File: config.mk
export PLATFORM = sky130hd
export DESIGN_NAME = cstb_top
export DESIGN_NICKNAME = d
export VERILOG_FILES = /design/src/core/cstb_period_timer.v /design/src/core/cstb_gate.v /design/src/core/cstb_top.v
export VERILOG_INCLUDE_DIRS = /design/src /design/src/core
export SDC_FILE = /design/constraint.sdc
export NUM_CORES = 1
export LEC_CHECK = 0
export ABC_CLOCK_PERIOD_IN_PS = 5300
export BUFFER_PORTS_ARGS = -buffer_cell sky130_fd_sc_hd__buf_4
export CAP_MARGIN = 25
export CORE_MARGIN = 3
export CORE_UTILIZATION = 58
export CTS_BUF_LIST = sky130_fd_sc_hd__clkbuf_4
export CTS_CLUSTER_DIAMETER = 80
export DETAILED_ROUTE_END_ITERATION = 8
export PLACE_DENSITY = 0.87
export SLEW_MARGIN = 10
export SYNTH_ARGS = -nofsm -noshare
export SYNTH_HDL_FRONTEND = slang
export SYNTH_HIERARCHICAL = 1
export SYNTH_SLANG_ARGS = --single-unit
File: constraint.sdc
create_clock -name CLK_I -period 5.3 [get_ports CLK_I]
set_clock_uncertainty 0.05 [all_clocks]
set_input_delay 1.59 -clock CLK_I [delete_from_list [all_inputs] [get_ports CLK_I]]
set_output_delay 1.59 -clock CLK_I [all_outputs]
set_load 0.01 [all_outputs]
File: src/core/cstb_defs.vh
// register map, field positions, reset values and codes of the cap sense time base
`ifndef CSTB_DEFS_VH
`define CSTB_DEFS_VH

`define CSTB_ADDR_W       8
`define CSTB_OFF_PTCTL    8'h00
`define CSTB_OFF_PERIOD   8'h04
`define CSTB_OFF_COUNT    8'h08
`define CSTB_OFF_FLAG     8'h0c
`define CSTB_OFF_IRQEN    8'h10
`define CSTB_OFF_SENSE0   8'h14
`define CSTB_OFF_SENSE1   8'h18
`define CSTB_OFF_C1CTL    8'h1c
`define CSTB_OFF_GATE     8'h20
`define CSTB_OFF_OPTION   8'h24

`define CSTB_PT_POST_MSB  6
`define CSTB_PT_POST_LSB  3
`define CSTB_PT_ON        2
`define CSTB_PT_PRE_MSB   1
`define CSTB_MATCH_BIT    1
`define CSTB_S0_ENABLE    7
`define CSTB_S0_RNG_MSB   3
`define CSTB_S0_RNG_LSB   2
`define CSTB_S0_PHASE     1
`define CSTB_S0_C0EXT     0
`define CSTB_S1_CH_MSB    3
`define CSTB_C1_CS_MSB    7
`define CSTB_C1_CS_LSB    6
`define CSTB_C1_ON        0
`define CSTB_G_ENABLE     7
`define CSTB_G_TOGGLE     5
`define CSTB_G_VALUE      2
`define CSTB_G_SRC_MSB    1
`define CSTB_OPT_C0CS     5

`define CSTB_RST_ZERO     8'h00
`define CSTB_RST_PERIOD   8'hff
`define CSTB_RST_C0CS     1'b1

`define CSTB_PRE_LAST1    4'h0
`define CSTB_PRE_LAST4    4'h3
`define CSTB_PRE_LAST16   4'hf
`define CSTB_RNG_OFF      2'b00
`define CSTB_C1_CS_OSC    2'b11
`define CSTB_GS_PIN       2'b00
`define CSTB_GS_C0OVF     2'b01
`define CSTB_GS_PERIOD    2'b10
`define CSTB_GS_WDT       2'b11
`define CSTB_RESP_OKAY    2'b00
`define CSTB_RESP_SLVERR  2'b10

`endif

File: src/core/cstb_period_timer.v
// 8-bit period timer with prescaler, compare and postscaler
`timescale 1ns/1ps
`default_nettype none
`include "cstb_defs.vh"
module cstb_period_timer (
	input  wire       clk_i,
	input  wire       rst_i,
	input  wire       timer_on_i,
	input  wire [1:0] prescale_sel_i,
	input  wire [3:0] postscale_sel_i,
	input  wire [7:0] period_i,
	input  wire       count_wr_i,
	input  wire [7:0] count_wdata_i,
	input  wire       ctrl_wr_i,
	output reg  [7:0] count_o,
	output reg        match_pulse_o
);

	reg  [3:0] presc_cnt;
	reg  [3:0] post_cnt;
	wire       tick;

	// terminal count of the prescaler for each select code
	function [3:0] presc_last(input [1:0] sel);
		begin
			case (sel)
			2'b00: presc_last = `CSTB_PRE_LAST1;
			2'b01: presc_last = `CSTB_PRE_LAST4;
			default: presc_last = `CSTB_PRE_LAST16;
			endcase
		end
	endfunction

	assign tick = timer_on_i && (presc_cnt == presc_last(prescale_sel_i));

	////////////////////////////////////////////////////////////////////////
	// count, compare and postscale; writes restart the scalers
	always @(posedge clk_i) begin
		if (rst_i) begin
			count_o       <= `CSTB_RST_ZERO;
			presc_cnt     <= 4'h0;
			post_cnt      <= 4'h0;
			match_pulse_o <= 1'b0;
		end else begin
			match_pulse_o <= 1'b0;
			if (count_wr_i) begin
				count_o   <= count_wdata_i;
				presc_cnt <= 4'h0;
				post_cnt  <= 4'h0;
			end else if (ctrl_wr_i) begin
				presc_cnt <= 4'h0; // count kept on purpose
				post_cnt  <= 4'h0;
			end else if (timer_on_i) begin
				if (!tick) begin
					presc_cnt <= presc_cnt + 4'h1;
				end else begin
					presc_cnt <= 4'h0;
					if (count_o == period_i) begin
						count_o <= 8'h00;
						if (post_cnt == postscale_sel_i) begin
							post_cnt      <= 4'h0;
							match_pulse_o <= 1'b1;
						end else begin
							post_cnt <= post_cnt + 4'h1;
						end
					end else begin
						count_o <= count_o + 8'h01;
					end
				end
			end
		end
	end

endmodule
`default_nettype wire

File: src/core/cstb_gate.v
// counter1 gate source select, toggle flip-flop and count enable
`timescale 1ns/1ps
`default_nettype none
`include "cstb_defs.vh"
module cstb_gate (
	input  wire       clk_i,
	input  wire       rst_i,
	input  wire       counter_on_i,
	input  wire       gate_enable_i,
	input  wire       toggle_mode_i,
	input  wire [1:0] source_sel_i,
	input  wire       gate_pin_i,
	input  wire       c0_ovf_i,
	input  wire       period_match_i,
	input  wire       wdt_ovf_i,
	output wire       gate_value_o,
	output wire       count_enable_o
);

	reg  src;
	reg  src_last;
	reg  toggle;

	// gate source selector
	always @* begin
		case (source_sel_i)
		`CSTB_GS_PIN:    src = gate_pin_i;
		`CSTB_GS_C0OVF:  src = c0_ovf_i;
		`CSTB_GS_PERIOD: src = period_match_i;
		default:         src = wdt_ovf_i;
		endcase
	end

	////////////////////////////////////////////////////////////////////////
	// toggle flop flips on each rising source edge; off clears it
	always @(posedge clk_i) begin
		if (rst_i) begin
			src_last <= 1'b0;
			toggle   <= 1'b0;
		end else begin
			src_last <= src;
			if (!counter_on_i || !toggle_mode_i)
				toggle <= 1'b0;
			else if (src && !src_last)
				toggle <= ~toggle;
		end
	end

	assign gate_value_o   = toggle_mode_i ? toggle : src;
	// enable table: off, off, on, gated
	assign count_enable_o = counter_on_i && (!gate_enable_i || gate_value_o);

endmodule
`default_nettype wire

File: src/core/cstb_top.v
// cap sense time base: register slave, sense mux control, counter clock routing
//
// Decided for this implementation: the address map and the AXI4-Lite slave port.
`timescale 1ns/1ps
`default_nettype none
`include "cstb_defs.vh"
module cstb_top (
	input  wire        CLK_I,
	input  wire        RESET_I,
	// axi4-lite slave
	input  wire [7:0]  S_AXI_AWADDR_I,
	input  wire        S_AXI_AWVALID_I,
	output wire        S_AXI_AWREADY_O,
	input  wire [31:0] S_AXI_WDATA_I,
	input  wire [3:0]  S_AXI_WSTRB_I,
	input  wire        S_AXI_WVALID_I,
	output wire        S_AXI_WREADY_O,
	output reg  [1:0]  S_AXI_BRESP_O,
	output reg         S_AXI_BVALID_O,
	input  wire        S_AXI_BREADY_I,
	input  wire [7:0]  S_AXI_ARADDR_I,
	input  wire        S_AXI_ARVALID_I,
	output wire        S_AXI_ARREADY_O,
	output reg  [31:0] S_AXI_RDATA_O,
	output reg  [1:0]  S_AXI_RRESP_O,
	output reg         S_AXI_RVALID_O,
	input  wire        S_AXI_RREADY_I,
	// analog oscillator side
	input  wire        OSC_I,
	input  wire        OSC_PHASE_I,
	output wire [15:0] SENSE_PIN_SEL_O,
	output wire [1:0]  OSC_RANGE_O,
	output wire        OSC_RUN_O,
	// counter side
	output wire        C0_OSC_CLK_O,
	output wire        C1_OSC_CLK_O,
	output wire        C1_COUNT_EN_O,
	input  wire        GATE_PIN_I,
	input  wire        C0_OVF_I,
	input  wire        WDT_OVF_I,
	output wire        PERIOD_MATCH_PULSE_O,
	output wire        PERIOD_MATCH_IRQ_O
);

	// software registers
	reg  [3:0]  postscale_select;
	reg         period_timer_on;
	reg  [1:0]  prescale_select;
	reg  [7:0]  period_compare_value;
	reg         period_match_flag;
	reg         period_match_irq_enable;
	reg         sense_module_enable;
	reg  [1:0]  osc_current_range;
	reg         counter0_ext_source_select;
	reg  [3:0]  sense_channel_select;
	reg  [1:0]  counter1_clock_select;
	reg         counter1_on;
	reg         counter1_gate_enable;
	reg         gate_toggle_mode;
	reg  [1:0]  gate_source_select;
	reg         counter0_clock_select;

	// bus state
	reg         aw_got;
	reg         w_got;
	reg  [7:0]  aw_addr;
	reg  [31:0] w_data;
	reg         w_lane0;
	wire        do_write;
	wire        wr_byte;
	wire [7:0]  wd;
	wire        wr_ptctl;
	wire        wr_count;
	wire [7:0]  period_timer_count;
	wire        match_pulse;
	wire        gate_value;
	reg  [7:0]  rd_byte;

	////////////////////////////////////////////////////////////////////////
	// address decode shared by the read and write paths
	function is_mapped(input [7:0] a);
		begin
			case (a)
			`CSTB_OFF_PTCTL, `CSTB_OFF_PERIOD, `CSTB_OFF_COUNT,
			`CSTB_OFF_FLAG, `CSTB_OFF_IRQEN, `CSTB_OFF_SENSE0,
			`CSTB_OFF_SENSE1, `CSTB_OFF_C1CTL, `CSTB_OFF_GATE,
			`CSTB_OFF_OPTION:
				is_mapped = 1'b1;
			default:
				is_mapped = 1'b0;
			endcase
		end
	endfunction

	// word index only: the low two address bits are ignored
	function is_reg(input [7:0] a, input [7:0] off);
		begin
			is_reg = ({a[7:2], 2'b00} == off);
		end
	endfunction

	////////////////////////////////////////////////////////////////////////
	// write channel: address and data taken in any order, one at a time
	assign S_AXI_AWREADY_O = !aw_got && !S_AXI_BVALID_O;
	assign S_AXI_WREADY_O  = !w_got && !S_AXI_BVALID_O;
	assign do_write        = aw_got && w_got && !S_AXI_BVALID_O;
	// registers are one byte wide, so only lane 0 carries a write
	assign wr_byte  = do_write && w_lane0 && is_mapped({aw_addr[7:2], 2'b00});
	assign wd       = w_data[7:0];
	assign wr_ptctl = wr_byte && is_reg(aw_addr, `CSTB_OFF_PTCTL);
	assign wr_count = wr_byte && is_reg(aw_addr, `CSTB_OFF_COUNT);

	always @(posedge CLK_I) begin
		if (RESET_I) begin
			aw_got         <= 1'b0;
			w_got          <= 1'b0;
			aw_addr        <= 8'h00;
			w_data         <= 32'h0000_0000;
			w_lane0        <= 1'b0;
			S_AXI_BVALID_O <= 1'b0;
			S_AXI_BRESP_O  <= `CSTB_RESP_OKAY;
		end else begin
			if (S_AXI_AWVALID_I && S_AXI_AWREADY_O) begin
				aw_got  <= 1'b1;
				aw_addr <= S_AXI_AWADDR_I;
			end
			if (S_AXI_WVALID_I && S_AXI_WREADY_O) begin
				w_got   <= 1'b1;
				w_data  <= S_AXI_WDATA_I;
				w_lane0 <= S_AXI_WSTRB_I[0];
			end
			if (do_write) begin
				aw_got         <= 1'b0;
				w_got          <= 1'b0;
				S_AXI_BVALID_O <= 1'b1;
				S_AXI_BRESP_O  <= is_mapped({aw_addr[7:2], 2'b00}) ?
				                  `CSTB_RESP_OKAY : `CSTB_RESP_SLVERR;
			end else if (S_AXI_BVALID_O && S_AXI_BREADY_I) begin
				S_AXI_BVALID_O <= 1'b0;
			end
		end
	end

	////////////////////////////////////////////////////////////////////////
	// register file; the period timer count itself lives in the timer
	always @(posedge CLK_I) begin
		if (RESET_I) begin
			postscale_select           <= 4'h0;
			period_timer_on            <= 1'b0;
			prescale_select            <= 2'b00;
			period_compare_value       <= `CSTB_RST_PERIOD;
			period_match_irq_enable    <= 1'b0;
			sense_module_enable        <= 1'b0;
			osc_current_range          <= `CSTB_RNG_OFF;
			counter0_ext_source_select <= 1'b0;
			sense_channel_select       <= 4'h0;
			counter1_clock_select      <= 2'b00;
			counter1_on                <= 1'b0;
			counter1_gate_enable       <= 1'b0;
			gate_toggle_mode           <= 1'b0;
			gate_source_select         <= `CSTB_GS_PIN;
			counter0_clock_select      <= `CSTB_RST_C0CS;
		end else if (wr_byte) begin
			case ({aw_addr[7:2], 2'b00})
			`CSTB_OFF_PTCTL: begin
				// bit 7 has no storage behind it
				postscale_select <= wd[`CSTB_PT_POST_MSB:`CSTB_PT_POST_LSB];
				period_timer_on  <= wd[`CSTB_PT_ON];
				prescale_select  <= wd[`CSTB_PT_PRE_MSB:0];
			end
			`CSTB_OFF_PERIOD: period_compare_value <= wd;
			`CSTB_OFF_IRQEN:  period_match_irq_enable <= wd[`CSTB_MATCH_BIT];
			`CSTB_OFF_SENSE0: begin
				sense_module_enable        <= wd[`CSTB_S0_ENABLE];
				osc_current_range          <= wd[`CSTB_S0_RNG_MSB:`CSTB_S0_RNG_LSB];
				counter0_ext_source_select <= wd[`CSTB_S0_C0EXT];
			end
			`CSTB_OFF_SENSE1: sense_channel_select <= wd[`CSTB_S1_CH_MSB:0];
			`CSTB_OFF_C1CTL: begin
				counter1_clock_select <= wd[`CSTB_C1_CS_MSB:`CSTB_C1_CS_LSB];
				counter1_on           <= wd[`CSTB_C1_ON];
			end
			`CSTB_OFF_GATE: begin
				counter1_gate_enable <= wd[`CSTB_G_ENABLE];
				gate_toggle_mode     <= wd[`CSTB_G_TOGGLE];
				gate_source_select   <= wd[`CSTB_G_SRC_MSB:0];
			end
			`CSTB_OFF_OPTION: counter0_clock_select <= wd[`CSTB_OPT_C0CS];
			default: ;
			endcase
		end
	end

	////////////////////////////////////////////////////////////////////////
	// match flag: a match in the same cycle as a software clear still sets it
	always @(posedge CLK_I) begin
		if (RESET_I)
			period_match_flag <= 1'b0;
		else if (match_pulse)
			period_match_flag <= 1'b1;
		else if (wr_byte && is_reg(aw_addr, `CSTB_OFF_FLAG))
			period_match_flag <= wd[`CSTB_MATCH_BIT];
	end

	////////////////////////////////////////////////////////////////////////
	// read channel: one read at a time, answered the cycle after it is taken
	assign S_AXI_ARREADY_O = !S_AXI_RVALID_O;

	always @* begin
		rd_byte = 8'h00;
		case ({S_AXI_ARADDR_I[7:2], 2'b00})
		`CSTB_OFF_PTCTL:  rd_byte = {1'b0, postscale_select, period_timer_on,
		                             prescale_select};
		`CSTB_OFF_PERIOD: rd_byte = period_compare_value;
		`CSTB_OFF_COUNT:  rd_byte = period_timer_count;
		`CSTB_OFF_FLAG:   rd_byte = {6'h00, period_match_flag, 1'b0};
		`CSTB_OFF_IRQEN:  rd_byte = {6'h00, period_match_irq_enable, 1'b0};
		`CSTB_OFF_SENSE0: rd_byte = {sense_module_enable, 3'h0, osc_current_range,
		                             OSC_PHASE_I, counter0_ext_source_select};
		`CSTB_OFF_SENSE1: rd_byte = {4'h0, sense_channel_select};
		`CSTB_OFF_C1CTL:  rd_byte = {counter1_clock_select, 5'h00, counter1_on};
		`CSTB_OFF_GATE:   rd_byte = {counter1_gate_enable, 1'b0, gate_toggle_mode,
		                             2'b00, gate_value, gate_source_select};
		`CSTB_OFF_OPTION: rd_byte = {2'b00, counter0_clock_select, 5'h00};
		default:          rd_byte = 8'h00;
		endcase
	end

	always @(posedge CLK_I) begin
		if (RESET_I) begin
			S_AXI_RVALID_O <= 1'b0;
			S_AXI_RDATA_O  <= 32'h0000_0000;
			S_AXI_RRESP_O  <= `CSTB_RESP_OKAY;
		end else if (S_AXI_ARVALID_I && S_AXI_ARREADY_O) begin
			S_AXI_RVALID_O <= 1'b1;
			S_AXI_RDATA_O  <= {24'h00_0000, rd_byte};
			S_AXI_RRESP_O  <= is_mapped({S_AXI_ARADDR_I[7:2], 2'b00}) ?
			                  `CSTB_RESP_OKAY : `CSTB_RESP_SLVERR;
		end else if (S_AXI_RVALID_O && S_AXI_RREADY_I) begin
			S_AXI_RVALID_O <= 1'b0;
		end
	end

	////////////////////////////////////////////////////////////////////////
	// period timer; its match pulse feeds flag and gate selector alike
	cstb_period_timer i_cstb_period_timer (
		.clk_i           (CLK_I),
		.rst_i           (RESET_I),
		.timer_on_i      (period_timer_on),
		.prescale_sel_i  (prescale_select),
		.postscale_sel_i (postscale_select),
		.period_i        (period_compare_value),
		.count_wr_i      (wr_count),
		.count_wdata_i   (wd),
		.ctrl_wr_i       (wr_ptctl),
		.count_o         (period_timer_count),
		.match_pulse_o   (match_pulse)
	);

	// counter1 gate built from the selected source: gate pin, counter0 overflow, period match or watchdog overflow
	cstb_gate i_cstb_gate (
		.clk_i          (CLK_I),
		.rst_i          (RESET_I),
		.counter_on_i   (counter1_on),
		.gate_enable_i  (counter1_gate_enable),
		.toggle_mode_i  (gate_toggle_mode),
		.source_sel_i   (gate_source_select),
		.gate_pin_i     (GATE_PIN_I),
		.c0_ovf_i       (C0_OVF_I),
		.period_match_i (match_pulse),
		.wdt_ovf_i      (WDT_OVF_I),
		.gate_value_o   (gate_value),
		.count_enable_o (C1_COUNT_EN_O)
	);

	assign PERIOD_MATCH_PULSE_O = match_pulse;
	assign PERIOD_MATCH_IRQ_O   = period_match_flag && period_match_irq_enable;

	////////////////////////////////////////////////////////////////////////
	// sense mux and oscillator control; nothing is selected while disabled
	assign SENSE_PIN_SEL_O = sense_module_enable ?
	                         (16'h0001 << sense_channel_select) : 16'h0000;
	assign OSC_RANGE_O     = sense_module_enable ? osc_current_range : `CSTB_RNG_OFF;
	// range 00 keeps the oscillator stopped even with the module on
	assign OSC_RUN_O       = sense_module_enable &&
	                         (osc_current_range != `CSTB_RNG_OFF);

	// counter clock routing; the oscillator is passed, not resampled
	assign C0_OSC_CLK_O = counter0_ext_source_select && !counter0_clock_select &&
	                      OSC_I;
	assign C1_OSC_CLK_O = (counter1_clock_select == `CSTB_C1_CS_OSC) && OSC_I;

endmodule
`default_nettype wire

==> impl_metrics.tcl <==
set metrics [dict create \
    drc 0 \
    dr.first_iter.drc_count 396 \
    htreeDepth 3 \
    die_area_um2 8810 \
    clkTransAtPathRegs_ns 0.15 \
    tightest_slew_ns 0.925 \
    synthesis.area_um2 4480 \
    yosysTopAreaCellShare_pct 36.2 \
    wl_per_cell_um 16.4 \
    row_count 31 \
    drv_slew 0 \
    async_flop_share_pct 0 \
    numCtsBuffers 9 \
    clock_latency_ns 0.44 \
    ir_drop_v 0.000192 \
    hold_path.class "reg -> reg" \
    totalPowerFinal_w 0.00110 \
    grt-ovfl-total 0 \
    ys_top_cells_by_count "dfxtp_1, nor2_1, nand2_1, mux2i_1" \
    synth-main-ff-cell "dfxtp_1" \
    arrival_ns 2.80 \
    diodes 0 \
    ctsResizeCount 0 \
    run_status "finished, final reports clean" \
    dp_hpwl_mm 8.10 \
    nFillCells 602 \
    leakage_nw 1.92 \
    worstPathCellList "buf_4, mux4_2, mux2_4, o21a_1, buf_4" \
    ys_top_cells_by_area "dfxtp_1, mux2i_1, nor2_1" \
    synth_area_leader_cell "dfxtp_1" \
    crit_slowest_cell "mux4_2" \
    tns_ns 0 \
    syn_to_final_growth_pct 12.5 \
    worst_setup_path_start_kind "primary input" \
    cp.required_ns 3.66 \
    maxSlewHeadroom_pct 38.3 \
    synth.avg_cell_area_um2 8.60 \
    drive_gt1_share_pct 20.2 \
    antenna_found_initial 0 \
    grt_pass1_wl_mm 17.5 \
    wl_mm 11.1 \
    crit_path_frequent_cell "buf_4" \
    min_period_ns 4.44 \
    synth-edff-count 0 \
    core_um2 7370 \
    ys_warn_count 6 \
    die_h_um 93.9 \
    dr.pass1.iters 5 \
    grt_util_all_layers_pct 25.1 \
    finalSetupViolations 0 \
    yosysMostFrequentCell "dfxtp_1" \
    io_pins 129 \
    ys_seq_area_share_pct 36.2 \
    grt_pass1_vias 3654 \
    cap_violations 0 \
    synth.distinct_cells 77 \
    ctsHoldBuffers 0 \
    crit_buf_inv 2 \
    power_density_nw_per_um2 219 \
    hold_violations 0 \
    grt_max_degree 64 \
    synth-seq-cells 81 \
    ant_nets 0 \
    vias_per_cell 6.02 \
    die_w_um 93.9 \
    cts_sinks 81 \
    numPortBuffers 71 \
    gp_congestion 0.880 \
    cts_tree "done" \
    cp_top_family "multiplexers" \
    synth_cells 521 \
    fin_nets 642 \
    clockBufferDepth 2 \
    cts-root-buf "clkbuf_4" \
    fin_crit_sh_pct 83.8 \
    initial_utilization_pct 60.8 \
    slowest_delay_ns 0.50 \
    fmax_mhz 225 \
    cts_setup_buffers 0 \
    vias 4087 \
    worstPathMaxFanout 4 \
    path_class "in -> out" \
    cp-end-kind "output port" \
    rsz0062_at_grt "false" \
]
-- final cells by class --
cell class / instances / area, um2 / share of cell area (%)
Clock buffer: 9 / 67.6 / 1.34
Inverter: 12 / 45.0 / 0.894
Clock inverter: 7 / 61.3 / 1.22
Sequential cell: 81 / 1620 / 32.2
Tap cell: 99 / 124 / 2.46
Multi-Input combinational cell: 399 / 2580 / 51.2
Timing Repair Buffer: 72 / 538 / 10.7
-- registers in the layout, indices dropped and copies added, names as in the netlist, 2 cells and up --
| register | cells |
|---|---|
| w_data | 8 |
| sense_channel_select | 4 |
| counter1_clock_select | 2 |
| osc_current_range | 2 |
| aw_addr | 6 |
| prescale_select | 2 |
| i_cstb_period_timer/count_o | 8 |
| postscale_select | 4 |
| gate_source_select | 2 |
| i_cstb_period_timer/presc_cnt | 4 |
| S_AXI_RDATA_O | 8 |
| i_cstb_period_timer/post_cnt | 4 |
| period_compare_value | 8 |
-- tightest hold or removal path, delay by kind of cell (launching register included) --
kind,cells,cell delay (ns)
compound gates,1,0.05
simple gates,1,0.05
flops,1,0.34
-- kinds of logic (layout without fill, tap and decap cells) --
family / after synthesis / after routing / synth area share (%)
xor+xnor: 14 / 14 / 2.74
simple gates: 221 / 221 / 27.8
other cells: 1 / 26 / 0.0837
fa+ha+maj: 3 / 3 / 0.838
flops: 81 / 81 / 36.2
compound gates: 100 / 100 / 15.7
buf+inv: 66 / 100 / 8.30
mux: 35 / 35 / 8.30
-- layout by cell type (no fill, tap or decap), types with 3 or more instances in the layout --
cell / n
dfxtp_1: 81
buf_4: 71
nor2_1: 59
nand2_1: 32
mux2i_1: 30
nor3_1: 27
conb_1: 26
a21oi_1: 24
nand3_1: 20
inv_1: 12
nand4_1: 10
o21ai_0: 10
xor2_1: 10
nand2b_1: 9
o21ai_1: 9
clkbuf_4: 9
a31o_1: 8
a31oi_1: 8
a22oi_1: 8
and2_1: 6
nor2b_1: 6
or2_2: 5
and3_1: 4
a221oi_1: 4
nand4b_1: 4
xnor2_1: 4
nand3b_1: 3
nor4_1: 3
nor3b_1: 3
a32oi_1: 3
mux2_2: 3
a22o_1: 3
o211ai_1: 3
o21a_1: 3
ha_1: 3
-- per-stage QoR --
stage	cell area (um2)	cells	utilization, %	setup slack, ns	hold slack, ns
4_1_cts	5040	679	68.4	0.851	0.419
3_3_place_gp	4900	662	66.5	0.880	0.397
2_1_floorplan	4570	546	-	1.12	0.388
5_1_grt	5040	679	68.4	0.838	0.463
6_report	5040	679	68.4	0.858	0.416
3_5_place_dp	4910	663	66.6	0.852	0.400
-- final timing paths --
kind              slack (ns)              from  cells after the start                        endpoint
hold / removal          0.42  S_AXI_RDATA_O[3]                      2                S_AXI_RDATA_O[3]
setup / recovery        0.86         WDT_OVF_I                      5                   C1_COUNT_EN_O
hold reg to reg         0.42  S_AXI_RDATA_O[3]                      2                S_AXI_RDATA_O[3]
setup reg to reg        2.33    S_AXI_BVALID_O                      8  i_cstb_period_timer/count_o[7]
-- where the power goes --
| part | leakage [nW] | switching (W) | internal [W] |
|---|---|---|---|
| registers | 0.657 | 0.0000166 | 0.000621 |
| logic | 1.20 | 0.0000707 | 0.0000470 |
| clock network | 0.0650 | 0.000241 | 0.000104 |
-- per-layer routing --
| layer | wire length [um] | track usage [%] | up-vias | share of wire [%] |
|---|---|---|---|---|
| met1 | 4770 | 33.1 | 1914 | 43 |
| met5 | 0 | 0 | - | 0 |
| li1 | - | - | 1947 | - |
| met2 | 5150 | 40.0 | 195 | 46 |
| met3 | 798 | 3.13 | 31 | 7.2 |
| met4 | 397 | 13.5 | 0 | 3.6 |
(Power assumes the default switching activity.)
